**src/shared/key_sector_cfg.svh**
```systemverilog
// constants for the key sector command intake: codes, counts, answers
// assumes inclusion by the design modules and the host model
`ifndef KEY_SECTOR_CFG_SVH
`define KEY_SECTOR_CFG_SVH

`define KS_WORDS 9'h100
`define KS_WORD_ACTION 8'h00
`define KS_WORD_FUNCTION 8'h01
`define KS_CMD_EXT 8'h3F
`define KS_CMD_PAGE 8'hE0
`define KS_DATA_PAGE 8'hE1
`define KS_CNT_CUR 8'h01
`define KS_ZERO 8'h00
`define KS_ERR_OK 8'h00
`define KS_ERR_FAIL 8'h04
`define KS_STAT_OK 8'h50
`define KS_STAT_FAIL 8'h51
`define KS_AC_RESERVED 16'h0000
`define KS_AC_LONG 16'h0001
`define KS_AC_WSAME 16'h0002
`define KS_AC_ERC 16'h0003
`define KS_AC_FEAT 16'h0004
`define KS_AC_TABLE 16'h0005
`define KS_AC_VENDOR 16'hC000
`define KS_ES_OK 16'h0000
`define KS_ES_BAD_ACTION 16'h0010
`define KS_ES_LOCKED 16'h0012
`define KS_ES_BAD_TF 16'h0003

`endif

```
**src/shared/key_sector_pkg.sv**
```systemverilog
// types for the key sector command intake
// assumes key_sector_cfg.svh holds every number
package key_sector_pkg;

	// decoded command class
	typedef enum logic [2:0] {
		ACT_RESERVED,
		ACT_WRITE_SAME,
		ACT_ERR_RECOVERY,
		ACT_FEATURES,
		ACT_DATA_TABLE,
		ACT_VENDOR,
		ACT_UNSUPPORTED
	} action_e;

	// task-file values as written by the host
	typedef struct packed {
		logic [7:0] feature_cur;
		logic [7:0] feature_prev;
		logic [7:0] count_cur;
		logic [7:0] count_prev;
		logic [7:0] lba_low_cur;
		logic [7:0] lba_low_prev;
		logic [7:0] lba_mid_cur;
		logic [7:0] lba_mid_prev;
		logic [7:0] lba_high_cur;
		logic [7:0] lba_high_prev;
		logic [7:0] command;
	} tf_in_s;

	// task-file values returned to the host
	typedef struct packed {
		logic [7:0] error;
		logic [7:0] status;
		logic [7:0] count;
		logic [7:0] lba_low;
		logic [7:0] lba_mid;
		logic [7:0] lba_high;
		logic [7:0] count_prev;
		logic [7:0] lba_low_prev;
		logic [7:0] lba_mid_prev;
		logic [7:0] lba_high_prev;
	} tf_out_s;

	// latched command handed to the execution engine
	typedef struct packed {
		action_e action;
		logic [15:0] action_code;
		logic [15:0] function_code;
	} cmd_s;

endpackage : key_sector_pkg

```
**src/logic/sct_key_sector_command_intake.sv**
```systemverilog
// key sector intake: takes a 512-byte command packet, decodes, answers
// assumes words arrive from the drive's log-write data path, same clock
`timescale 1ns/1ps
`include "key_sector_cfg.svh"

// What this block does
// - success answer: error 00h, status 50h
// - failure: error 04h, status 51h, extended status in count/LBA low
// - every previous register byte in the answer is reserved
// - the command packet is always exactly 256 words
// - action code is packet word 0; parameters start at byte 4
// - function code is packet word 1, meaning depends on action
// - decode write same, error recovery, features, data table, others
// - action 0001h long sector access is unsupported
// - command page write issues commands, data page moves data
// - undefined or unsupported action fails with status 0010h
// - any reset terminates an executing command without trace
// - a locked secured device fails every command
module sct_key_sector_command_intake (
	input wire logic CLK_I,
	input wire logic RST_B_I,
	input wire logic SOFT_RST_I,
	input wire key_sector_pkg::tf_in_s TF_I,
	input wire logic START_I,
	input wire logic WORD_VALID_I,
	input wire logic [15:0] WORD_I,
	input wire logic SEC_LOCKED_I,
	input wire logic EXEC_DONE_I,
	input wire logic EXEC_FAIL_I,
	input wire logic [15:0] EXEC_STATUS_I,
	input wire logic [15:0] EXEC_RESULT_I,
	input wire logic [15:0] EXEC_SECTORS_I,
	output logic WORD_READY_O,
	output logic EXEC_START_O,
	output key_sector_pkg::cmd_s CMD_O,
	output logic BUSY_O,
	output logic DONE_O,
	output key_sector_pkg::tf_out_s TF_O
);

	typedef enum logic [1:0] {
		ST_IDLE,
		ST_RECV,
		ST_EXEC
	} state_e;

	state_e state_q;
	logic [8:0] count_q;
	logic [15:0] action_q;
	logic [15:0] function_q;
	logic tf_bad_q;
	logic locked_q;
	logic page_ok;
	logic take_word;
	logic last_word;
	key_sector_pkg::action_e action_dec;
	logic supported;
	logic fail_now;
	logic [15:0] fail_code;

	////////////////////////////////////////////////////////////////////////
	// intake checks

	// command page write carries a command, data page belongs elsewhere
	assign page_ok = (TF_I.command == `KS_CMD_EXT) &&
		(TF_I.lba_low_cur == `KS_CMD_PAGE);
	assign take_word = (state_q == ST_RECV) && WORD_VALID_I;
	assign last_word = take_word && (count_q == `KS_WORDS - 9'h001);
	assign WORD_READY_O = (state_q == ST_RECV);

	key_sector_decode u_decode (
		.code_i(action_q),
		.action_o(action_dec)
	);

	// only the named actions run here; vendor range has no engine
	always_comb begin
		supported = 1'b0;
		unique case (action_dec)
			key_sector_pkg::ACT_WRITE_SAME,
			key_sector_pkg::ACT_ERR_RECOVERY,
			key_sector_pkg::ACT_FEATURES,
			key_sector_pkg::ACT_DATA_TABLE: supported = 1'b1;
			key_sector_pkg::ACT_RESERVED,
			key_sector_pkg::ACT_VENDOR,
			key_sector_pkg::ACT_UNSUPPORTED: supported = 1'b0;
		endcase
	end

	// lock wins over task-file and action checks
	always_comb begin
		fail_now = 1'b1;
		fail_code = `KS_ES_OK;
		if (locked_q) begin
			fail_code = `KS_ES_LOCKED;
		end else if (tf_bad_q) begin
			fail_code = `KS_ES_BAD_TF;
		end else if (!supported) begin
			fail_code = `KS_ES_BAD_ACTION;
		end else begin
			fail_now = 1'b0;
		end
	end

	////////////////////////////////////////////////////////////////////////
	// sequencing

	// soft or link reset ends everything silently, like the hard reset
	always_ff @(posedge CLK_I or negedge RST_B_I) begin
		if (!RST_B_I) begin
			state_q <= ST_IDLE;
		end else if (SOFT_RST_I) begin
			state_q <= ST_IDLE;
		end else begin
			unique case (state_q)
				ST_IDLE: if (START_I && page_ok) state_q <= ST_RECV;
				ST_RECV: if (last_word) state_q <= ST_EXEC;
				ST_EXEC: if (fail_now || EXEC_DONE_I) state_q <= ST_IDLE;
			endcase
		end
	end

	// word counter across the packet
	always_ff @(posedge CLK_I or negedge RST_B_I) begin
		if (!RST_B_I) begin
			count_q <= 9'h000;
		end else if (SOFT_RST_I || state_q == ST_IDLE) begin
			count_q <= 9'h000;
		end else if (take_word) begin
			count_q <= count_q + 9'h001;
		end
	end

	// capture codes; words past 1 are parameters for the engine
	always_ff @(posedge CLK_I or negedge RST_B_I) begin
		if (!RST_B_I) begin
			action_q <= 16'h0000;
			function_q <= 16'h0000;
		end else if (take_word && count_q == {1'b0, `KS_WORD_ACTION}) begin
			action_q <= WORD_I;
		end else if (take_word &&
			count_q == {1'b0, `KS_WORD_FUNCTION}) begin
			function_q <= WORD_I;
		end
	end

	// task-file and lock checks sampled when the command is issued
	always_ff @(posedge CLK_I or negedge RST_B_I) begin
		if (!RST_B_I) begin
			tf_bad_q <= 1'b0;
			locked_q <= 1'b0;
		end else if (state_q == ST_IDLE && START_I) begin
			tf_bad_q <= (TF_I.count_cur != `KS_CNT_CUR) ||
				(TF_I.count_prev != `KS_ZERO) ||
				(TF_I.lba_mid_cur != `KS_ZERO) ||
				(TF_I.lba_mid_prev != `KS_ZERO);
			locked_q <= SEC_LOCKED_I;
		end
	end

	// codes reach the engine only once the whole packet is in
	always_ff @(posedge CLK_I or negedge RST_B_I) begin
		if (!RST_B_I) begin
			CMD_O <= '0;
			EXEC_START_O <= 1'b0;
		end else begin
			EXEC_START_O <= 1'b0;
			if (state_q == ST_EXEC && !SOFT_RST_I && !fail_now &&
				!EXEC_DONE_I && !BUSY_O && !EXEC_START_O) begin
				CMD_O.action <= action_dec;
				CMD_O.action_code <= action_q;
				CMD_O.function_code <= function_q;
				EXEC_START_O <= 1'b1;
			end
		end
	end

	// engine busy from launch until it reports or a reset cuts it
	always_ff @(posedge CLK_I or negedge RST_B_I) begin
		if (!RST_B_I) begin
			BUSY_O <= 1'b0;
		end else if (SOFT_RST_I || EXEC_DONE_I) begin
			BUSY_O <= 1'b0;
		end else if (EXEC_START_O) begin
			BUSY_O <= 1'b1;
		end
	end

	////////////////////////////////////////////////////////////////////////
	// answer task file

	// previous bytes left zero: reserved, no meaning
	always_ff @(posedge CLK_I or negedge RST_B_I) begin
		if (!RST_B_I) begin
			TF_O <= '0;
			DONE_O <= 1'b0;
		end else begin
			DONE_O <= 1'b0;
			if (state_q == ST_EXEC && !SOFT_RST_I) begin
				TF_O.count_prev <= `KS_ZERO;
				TF_O.lba_low_prev <= `KS_ZERO;
				TF_O.lba_mid_prev <= `KS_ZERO;
				TF_O.lba_high_prev <= `KS_ZERO;
				if (fail_now || (EXEC_DONE_I && EXEC_FAIL_I)) begin
					DONE_O <= 1'b1;
					TF_O.error <= `KS_ERR_FAIL;
					TF_O.status <= `KS_STAT_FAIL;
					TF_O.count <= fail_now ? fail_code[7:0] :
						EXEC_STATUS_I[7:0];
					TF_O.lba_low <= fail_now ? fail_code[15:8] :
						EXEC_STATUS_I[15:8];
					TF_O.lba_mid <= fail_now ? `KS_ZERO :
						EXEC_SECTORS_I[7:0];
					TF_O.lba_high <= fail_now ? `KS_ZERO :
						EXEC_SECTORS_I[15:8];
				end else if (EXEC_DONE_I) begin
					DONE_O <= 1'b1;
					TF_O.error <= `KS_ERR_OK;
					TF_O.status <= `KS_STAT_OK;
					TF_O.count <= EXEC_RESULT_I[7:0];
					TF_O.lba_low <= EXEC_RESULT_I[15:8];
					TF_O.lba_mid <= EXEC_SECTORS_I[7:0];
					TF_O.lba_high <= EXEC_SECTORS_I[15:8];
				end
			end
		end
	end

	////////////////////////////////////////////////////////////////////////
	// checks

	a_fail_answer: assert property (
		@(posedge CLK_I) disable iff (!RST_B_I)
		(state_q == ST_EXEC && !SOFT_RST_I && fail_now) |=>
			DONE_O && TF_O.status == `KS_STAT_FAIL &&
			TF_O.error == `KS_ERR_FAIL &&
			{TF_O.lba_low, TF_O.count} == $past(fail_code))
		else $error("failure answer wrong");

	a_ok_answer: assert property (
		@(posedge CLK_I) disable iff (!RST_B_I)
		(DONE_O && TF_O.error == `KS_ERR_OK) |->
			TF_O.status == `KS_STAT_OK)
		else $error("success status wrong");

	a_prev_reserved: assert property (
		@(posedge CLK_I) disable iff (!RST_B_I)
		DONE_O |-> TF_O.count_prev == `KS_ZERO &&
			TF_O.lba_high_prev == `KS_ZERO)
		else $error("previous byte not zero");

	a_full_packet: assert property (
		@(posedge CLK_I) disable iff (!RST_B_I)
		(state_q == ST_RECV && $past(state_q) == ST_IDLE) |->
			count_q == 9'h000)
		else $error("packet count not restarted");

	a_start_after_pkt: assert property (
		@(posedge CLK_I) disable iff (!RST_B_I)
		EXEC_START_O |-> $past(state_q) == ST_EXEC &&
			CMD_O.action_code == $past(action_q))
		else $error("engine launched early");

	a_bad_action: assert property (
		@(posedge CLK_I) disable iff (!RST_B_I)
		(state_q == ST_EXEC && !locked_q && !tf_bad_q &&
			action_q == `KS_AC_LONG) |-> fail_code == `KS_ES_BAD_ACTION)
		else $error("long access not refused");

	a_locked_fail: assert property (
		@(posedge CLK_I) disable iff (!RST_B_I)
		(state_q == ST_EXEC && locked_q && !SOFT_RST_I) |->
			fail_code == `KS_ES_LOCKED ##1 !EXEC_START_O && DONE_O)
		else $error("locked command not failed");

	a_single_launch: assert property (
		@(posedge CLK_I) disable iff (!RST_B_I)
		EXEC_START_O |=> !EXEC_START_O)
		else $error("engine launched twice");

	a_reset_ends: assert property (
		@(posedge CLK_I) disable iff (!RST_B_I)
		SOFT_RST_I |=> state_q == ST_IDLE && !BUSY_O && !DONE_O)
		else $error("reset did not end command");

endmodule : sct_key_sector_command_intake

```
**src/logic/key_sector_decode.sv**
```systemverilog
// action code classifier for the key sector command intake
// assumes a 16-bit action code word; pure combinational
`timescale 1ns/1ps
`include "key_sector_cfg.svh"

module key_sector_decode (
	input wire logic [15:0] code_i,
	output key_sector_pkg::action_e action_o
);

	// map the action word onto a command class
	always_comb begin
		if (code_i >= `KS_AC_VENDOR) begin
			action_o = key_sector_pkg::ACT_VENDOR;
		end else begin
			unique case (code_i)
				`KS_AC_LONG: action_o = key_sector_pkg::ACT_UNSUPPORTED;
				`KS_AC_WSAME: action_o = key_sector_pkg::ACT_WRITE_SAME;
				`KS_AC_ERC: action_o = key_sector_pkg::ACT_ERR_RECOVERY;
				`KS_AC_FEAT: action_o = key_sector_pkg::ACT_FEATURES;
				`KS_AC_TABLE: action_o = key_sector_pkg::ACT_DATA_TABLE;
				default: action_o = key_sector_pkg::ACT_RESERVED;
			endcase
		end
	end

endmodule : key_sector_decode

```
**config.mk**
```make
export PLATFORM = sky130hd
export DESIGN_NAME = sct_key_sector_command_intake
export DESIGN_NICKNAME = d
export VERILOG_FILES = /design/src/shared/key_sector_pkg.sv /design/src/logic/sct_key_sector_command_intake.sv /design/src/logic/key_sector_decode.sv
export VERILOG_INCLUDE_DIRS = /design/src /design/src/shared
export SDC_FILE = /design/constraint.sdc
export NUM_CORES = 1
export LEC_CHECK = 0
export BUFFER_PORTS_ARGS = -buffer_cell sky130_fd_sc_hd__clkbuf_2
export CAP_MARGIN = 20
export CORE_MARGIN = 2
export CORE_UTILIZATION = 45
export DETAILED_ROUTE_END_ITERATION = 6
export PLACE_DENSITY = 0.77
export SLEW_MARGIN = 0
export SYNTH_ARGS = -nofsm -noshare
export SYNTH_HDL_FRONTEND = slang
export SYNTH_SLANG_ARGS = --single-unit
```
**constraint.sdc**
```tcl
create_clock -name CLK_I -period 5.8 [get_ports CLK_I]
set_input_delay 1.74 -clock CLK_I [delete_from_list [all_inputs] [get_ports CLK_I]]
set_output_delay 1.74 -clock CLK_I [all_outputs]
set_load 0.02 [all_outputs]
```
## Word level (Yosys, flattened, before mapping)

Cells that the tools add are included.

- Bits of input ports: 160
- Flip-flop bits (word level): 131
- ROM bits: 0
- RAM bits: 0
- Memories kept: 0
- Bits in latches: 0
- Logic and storage cells: 109
- Output and inout bits: 119

- Multiplexer cells: 28
- Divide/modulo/power cells: 0
- Bitwise operators: 1
- Shift-type cells: 0
- Order comparisons: 1
- Add/subtract/negate cells: 1
- $mul: 0
- Equality and inequality tests: 21
- Reductions and logical operators: 39

Operator list:

| cell | number |
|---|---|
| 2-to-1 mux 48 bit | 2 |
| == test 16 x 2 -> 1 bit (second input constant) | 2 |
| == test 16 x 3 -> 1 bit (second input constant) | 2 |
| 2-to-1 mux 8 bit | 4 |
| nonzero test 8 bit | 3 |
| 2-to-1 mux 9 bit | 2 |
| == test 16 x 1 -> 1 bit (second input constant) | 1 |
| >= comparator 16 bit (second input constant) | 1 |
| 2-to-1 mux 5 bit | 3 |
| case mux 3 bit (5 select lines) | 1 |
| logical AND 1 bit | 13 |
| adder 9 x 1 -> 9 bit (second input constant) | 1 |
| == test 3 bit (second input constant) | 3 |
| == test 9 x 1 -> 1 bit (second input constant) | 1 |
| == test 9 x 8 -> 1 bit (second input constant) | 1 |
| logical NOT 9 bit | 1 |
| 2-to-1 mux 1 bit | 9 |
| == test 8 x 6 -> 1 bit (second input constant) | 1 |
| == test 8 bit (second input constant) | 1 |
| 2-to-1 mux 2 bit | 4 |
| != test 8 x 1 -> 1 bit (second input constant) | 1 |
| logical OR 1 bit | 7 |
| == test 3 x 2 -> 1 bit (second input constant) | 2 |
| != test 3 bit (second input constant) | 2 |
| 16 further kinds | 23 |

## Depth between registers and ports, before layout

- Depth after elaboration: 15
- Depth in mapped cells: 10
- Depth with buffers taken out: 9

## By module

Synthesis repeated with hierarchy kept, for this count alone.

- Cells, all modules: 462
- Area total of the unflattened synthesis: 5421.4 um^2

By module, submodules not included:

| module | times used | area an instance (um^2) | seq. area each (um^2) | cells each |
|---|---|---|---|---|
| sct_key_sector_command_intake | 1 | 5308.8 | 2927.8 | 446 |
| key_sector_decode | 1 | 112.6 | 0.0 | 16 |

## Worst setup path before layout

OpenSTA, ideal clock, no wires.

- Path kind: input-to-reg
- From: in WORD_VALID_I
- To: reg action_q[0]
- Required time: 5.675 ns
- Data arrival time: 3.138 ns
- Cell stages on the path: 8
- Setup time: 0.125 ns
- Setup slack: 2.537 ns
- Path buffers: 3
- Path through: and2_1 buf_2 nand2_1 nor4_1 and2_1 buf_2 buf_2 mux2_2

- Word-level cells in the longest chain between the ends: 2

Ends and longest elaborated chain:

| item | line | source |
|---|---|---|
| from (decl) | sct_key_sector_command_intake.sv:25 | `input wire logic WORD_VALID_I,` |
| logical AND 1 bit | sct_key_sector_command_intake.sv:67 | `assign take_word = (state_q == ST_RECV) && WORD_VALID_I;` |
| logical AND 1 bit | sct_key_sector_command_intake.sv:139 | `` end else if (take_word && count_q == {1'b0, `KS_WORD_ACTION}) begin `` |
| to (signal assigned) | sct_key_sector_command_intake.sv:137 | `action_q <= 16'h0000;` |
| to (signal assigned) | sct_key_sector_command_intake.sv:140 | `action_q <= WORD_I;` |
| to (decl) | sct_key_sector_command_intake.sv:49 | `logic [15:0] action_q;` |

No other way between the ends.
A chain may end at the register's enable or synchronous reset.

## Worst setup path in the final report

- From: in WORD_VALID_I
- To: reg function_q[11]

- Word-level cells in the longest chain between the ends: 4
- Elaborated cells between the ends (all ways): 5
- Classes of those cells: bitwise: 1; reduce/logical: 4

Ends and longest elaborated chain:

| item | line | source |
|---|---|---|
| logical AND 1 bit (*) | sct_key_sector_command_intake.sv:67 |  |
| logical AND 1 bit | sct_key_sector_command_intake.sv:139 |  |
| inverter 1 bit (no source line) | n/a |  |
| AND reduction 2 bit (no source line) (*) | n/a |  |
| to (signal assigned) | sct_key_sector_command_intake.sv:138 | `function_q <= 16'h0000;` |
| to (signal assigned) | sct_key_sector_command_intake.sv:143 | `function_q <= WORD_I;` |
| to (decl) | sct_key_sector_command_intake.sv:50 | `logic [15:0] function_q;` |

Every way passes the cells marked *; elsewhere a longest branch is shown, timed or not.

==> reports/results.ini <==
[status]
status = completed

[cells_and_area]
final_cell_mix = clkbuf_2 (193), dfrtp_1 (117), conb_1 (44)
fillCellCount = 960
drive_gt1_share_pct = 43.4
nets = 793
diodes = 0
area_growth_pct = 28.6
stdcell_area_um2 = 6750
layout_commonest_cell = clkbuf_2

[route]
firstDrtPassIters = 4
vias = 3778
post-route-drc-count = 0
drt_iter0_drc = 136
wl_per_cell_um = 15.2
drt-vias-per-instance = 4.84
ant_nets = 0
drt-total-wl_um = 11900

[floorplan]
core_um2 = 11400
die_area_um2 = 12500
die_x_um = 112
row_count = 39
ioPinCount = 279
start_util_pct = 46.0
die_h_um = 112

[synth]
ys_seq_area_share_pct = 55.8
synth_edf_count = 0
ys_top_cells_by_area = dfrtp_1 (56%), mux2_2 (9.0%), buf_4 (6.9%)
yosys_warnings = 0
synth_top_cell_area_share_pct = 55.8
synthesis.area_um2 = 5250
synth_top_flop_cell = dfrtp_1
netlist.top_cell.by_area = dfrtp_1
syn_inst = 428
yosysUniqueCellTypes = 43
async_reset_ff_share_pct = 100
synth.avg_cell_area_um2 = 12.3
ys_seq_elements = 117

[sta]
drv_slew = 0
skew_ps = 15.0
fin_crit_sh_pct = 58.2
hold_viol = 0
max_freq_mhz = 296
final-setup-viol-count = 0
tightest_slew_ps = 864
fin_tns_setup_ps = 0
max_slew_margin_pct = 42.4
rsz0062_at_grt = false
layout_min_cycle_time_ps = 3370

[setup_path]
path_delay_family = simple AND/OR/NAND/NOR gates
cp-start-kind = primary input
slowest_delay_ps = 660
cpMaxStageDelayCell = nand3b_1
crit_buf_inv = 1
crit_arrival_ps = 3660
crit_path_max_fanout = 16
end_kind = register
path_cells = clkbuf_2, and2_1, nand2_1, nor4_1, nand3b_1, mux2_2
criticalPathCategory = in2reg
crit_required_ps = 6080

[grt]
grt_max_degree = 73
grt_pass1_wl_um = 19000
grt_pass1_vias = 3819
use_met1_pct = 24.4
grt-busiest-layer = met2
grt-ovfl-total = 0
antenna_found_initial = 0
gr-usage-all-layers_pct = 19.3
gr-usage-met2_pct = 31.8
use_met3_pct = 6.32

[pwr]
p_comb_share_pct = 16.9
sw_frac_of_total_pct = 29.8
power_density_nw_per_um2 = 357
p_int_mw = 1.69
seq_power_share_pct = 41.0
leakagePower_nw = 3.65
clkPwrFrac_pct = 42.1
p_switching_mw = 0.718
ir_drop_v = 0.000261

[clocking]
cts_resized = 0
ctsHoldBuffers = 0
tritoncts = done
cts_root_buf = clkbuf_16
h-tree-depth = 4
clock_latency_ps = 410
cts_sinks = 117
numCtsBuffers = 17
cts_max_path_buffers = 2
cts_setup_buffers = 0
path_clk_slew_ps = 60

[placed_design]
placed_area_um2 = 6170
port_buffers = 194
dp.final_hpwl_um = 9030
place_congestion = 0.801

[min_path]
holdCritPathClass = reg2reg

[run]
drv_cap = 0

[synth_stat cells, types with 3 or more instances]
cell type  number
nand2_1        26
and4_1          3
nor4_1         14
a21oi_1         3
ha_1            8
nand4_1         6
a22o_1         16
nor3_1          4
nor2b_1        15
buf_2           5
o21ai_0        16
and3_1          3
clkbuf_1        8
mux2_2         42
nor2_1         18
nand3_1         4
buf_4          48
nor3b_1         3
mux2_1         13
xor2_1          5
mux2i_1        16
dfrtp_1       117
inv_1           8
[power by group through the flow]
stage	clock network (mW)	logic (mW)	registers, mW
finish	1.01	0.406	0.988
global route	1.08	0.449	1.00
CTS	1.04	0.411	0.989
detailed placement	0	0.409	1.00
global placement	0	0.396	0.997
floorplan	0	0.289	1.00
[final timing paths]
path                       slack [ps]                        from  depth (start not counted)                    endpoint
hold reg to reg                   480  function_q[14]$_DFFE_PN0P_                          1       CMD_O[14]$_DFFE_PN0P_
max in group asynchronous        3220                     RST_B_I                          2    action_q[15]$_DFFE_PN0P_
hold / removal                    480  function_q[14]$_DFFE_PN0P_                          1       CMD_O[14]$_DFFE_PN0P_
setup / recovery                 2430                WORD_VALID_I                          6  function_q[11]$_DFFE_PN0P_
min in group asynchronous        1440                     RST_B_I                          1   function_q[9]$_DFFE_PN0P_
setup reg to reg                 3050      state_q[1]$_DFFE_PN0P_                          7  function_q[11]$_DFFE_PN0P_
[registers in the layout, indices dropped and copies added (netlist names)]
| signal | cells |
|---|---|
| DONE_O | 1 |
| CMD_O | 35 |
| function_q | 16 |
| state_q | 2 |
| count_q | 9 |
| action_q | 16 |
| EXEC_START_O | 1 |
| tf_bad_q | 1 |
| locked_q | 1 |
| BUSY_O | 1 |
| TF_O | 34 |
[per-stage QoR]
stage               power [mW]  hold slack [ps]  instances  util (%)  setup slack (ps)
floorplan                 1.29              459        471         -              2540
global placement          1.39              466        749      54.0              2000
detailed placement        1.41              474        749      54.0              1950
CTS                       2.44              489        781      59.1              2380
global route              2.53              500        781      59.1              2180
finish                    2.41              480        781      59.1              2430
[worst register-to-register path, stage by stage (launching register included)]
cell and delay [ps]:
dfrtp_1 410, inv_1 140, ha_1 220, and2_1 340
nand2_1 80, nor4_1 250, nand3b_1 660, mux2_2 530
[kinds of logic (layout without fill, tap and decap cells)]
group	after synthesis	after routing	synth area share (%)
muxes	71	71	14.8
and+or+nand+nor	108	108	11.3
buffers and inverters	70	237	8.56
DFF	117	117	55.8
xor gates and xnor gates	8	8	1.48
adders and majority gates	8	8	1.91
other	1	44	0.0714
AOI/OAI and AO/OA	45	45	6.03
[routing by layer]
layer  up-vias  wire (um)
met1      1809       4980
met5         -          0
met3        10        853
met2       151       5940
met4         0        118
li1       1808          -
[cell type report]
type	count	area, um2	share of cell area, %
well taps	143	179	2.65
flip-flops and latches	117	2930	43.4
repair buffers	197	996	14.8
clock buffers	17	425	6.30
multi-input cells	284	2040	30.2
inverters	8	30.0	0.445
clock inverters	15	155	2.30
Power figures use the tool's default switching activity.
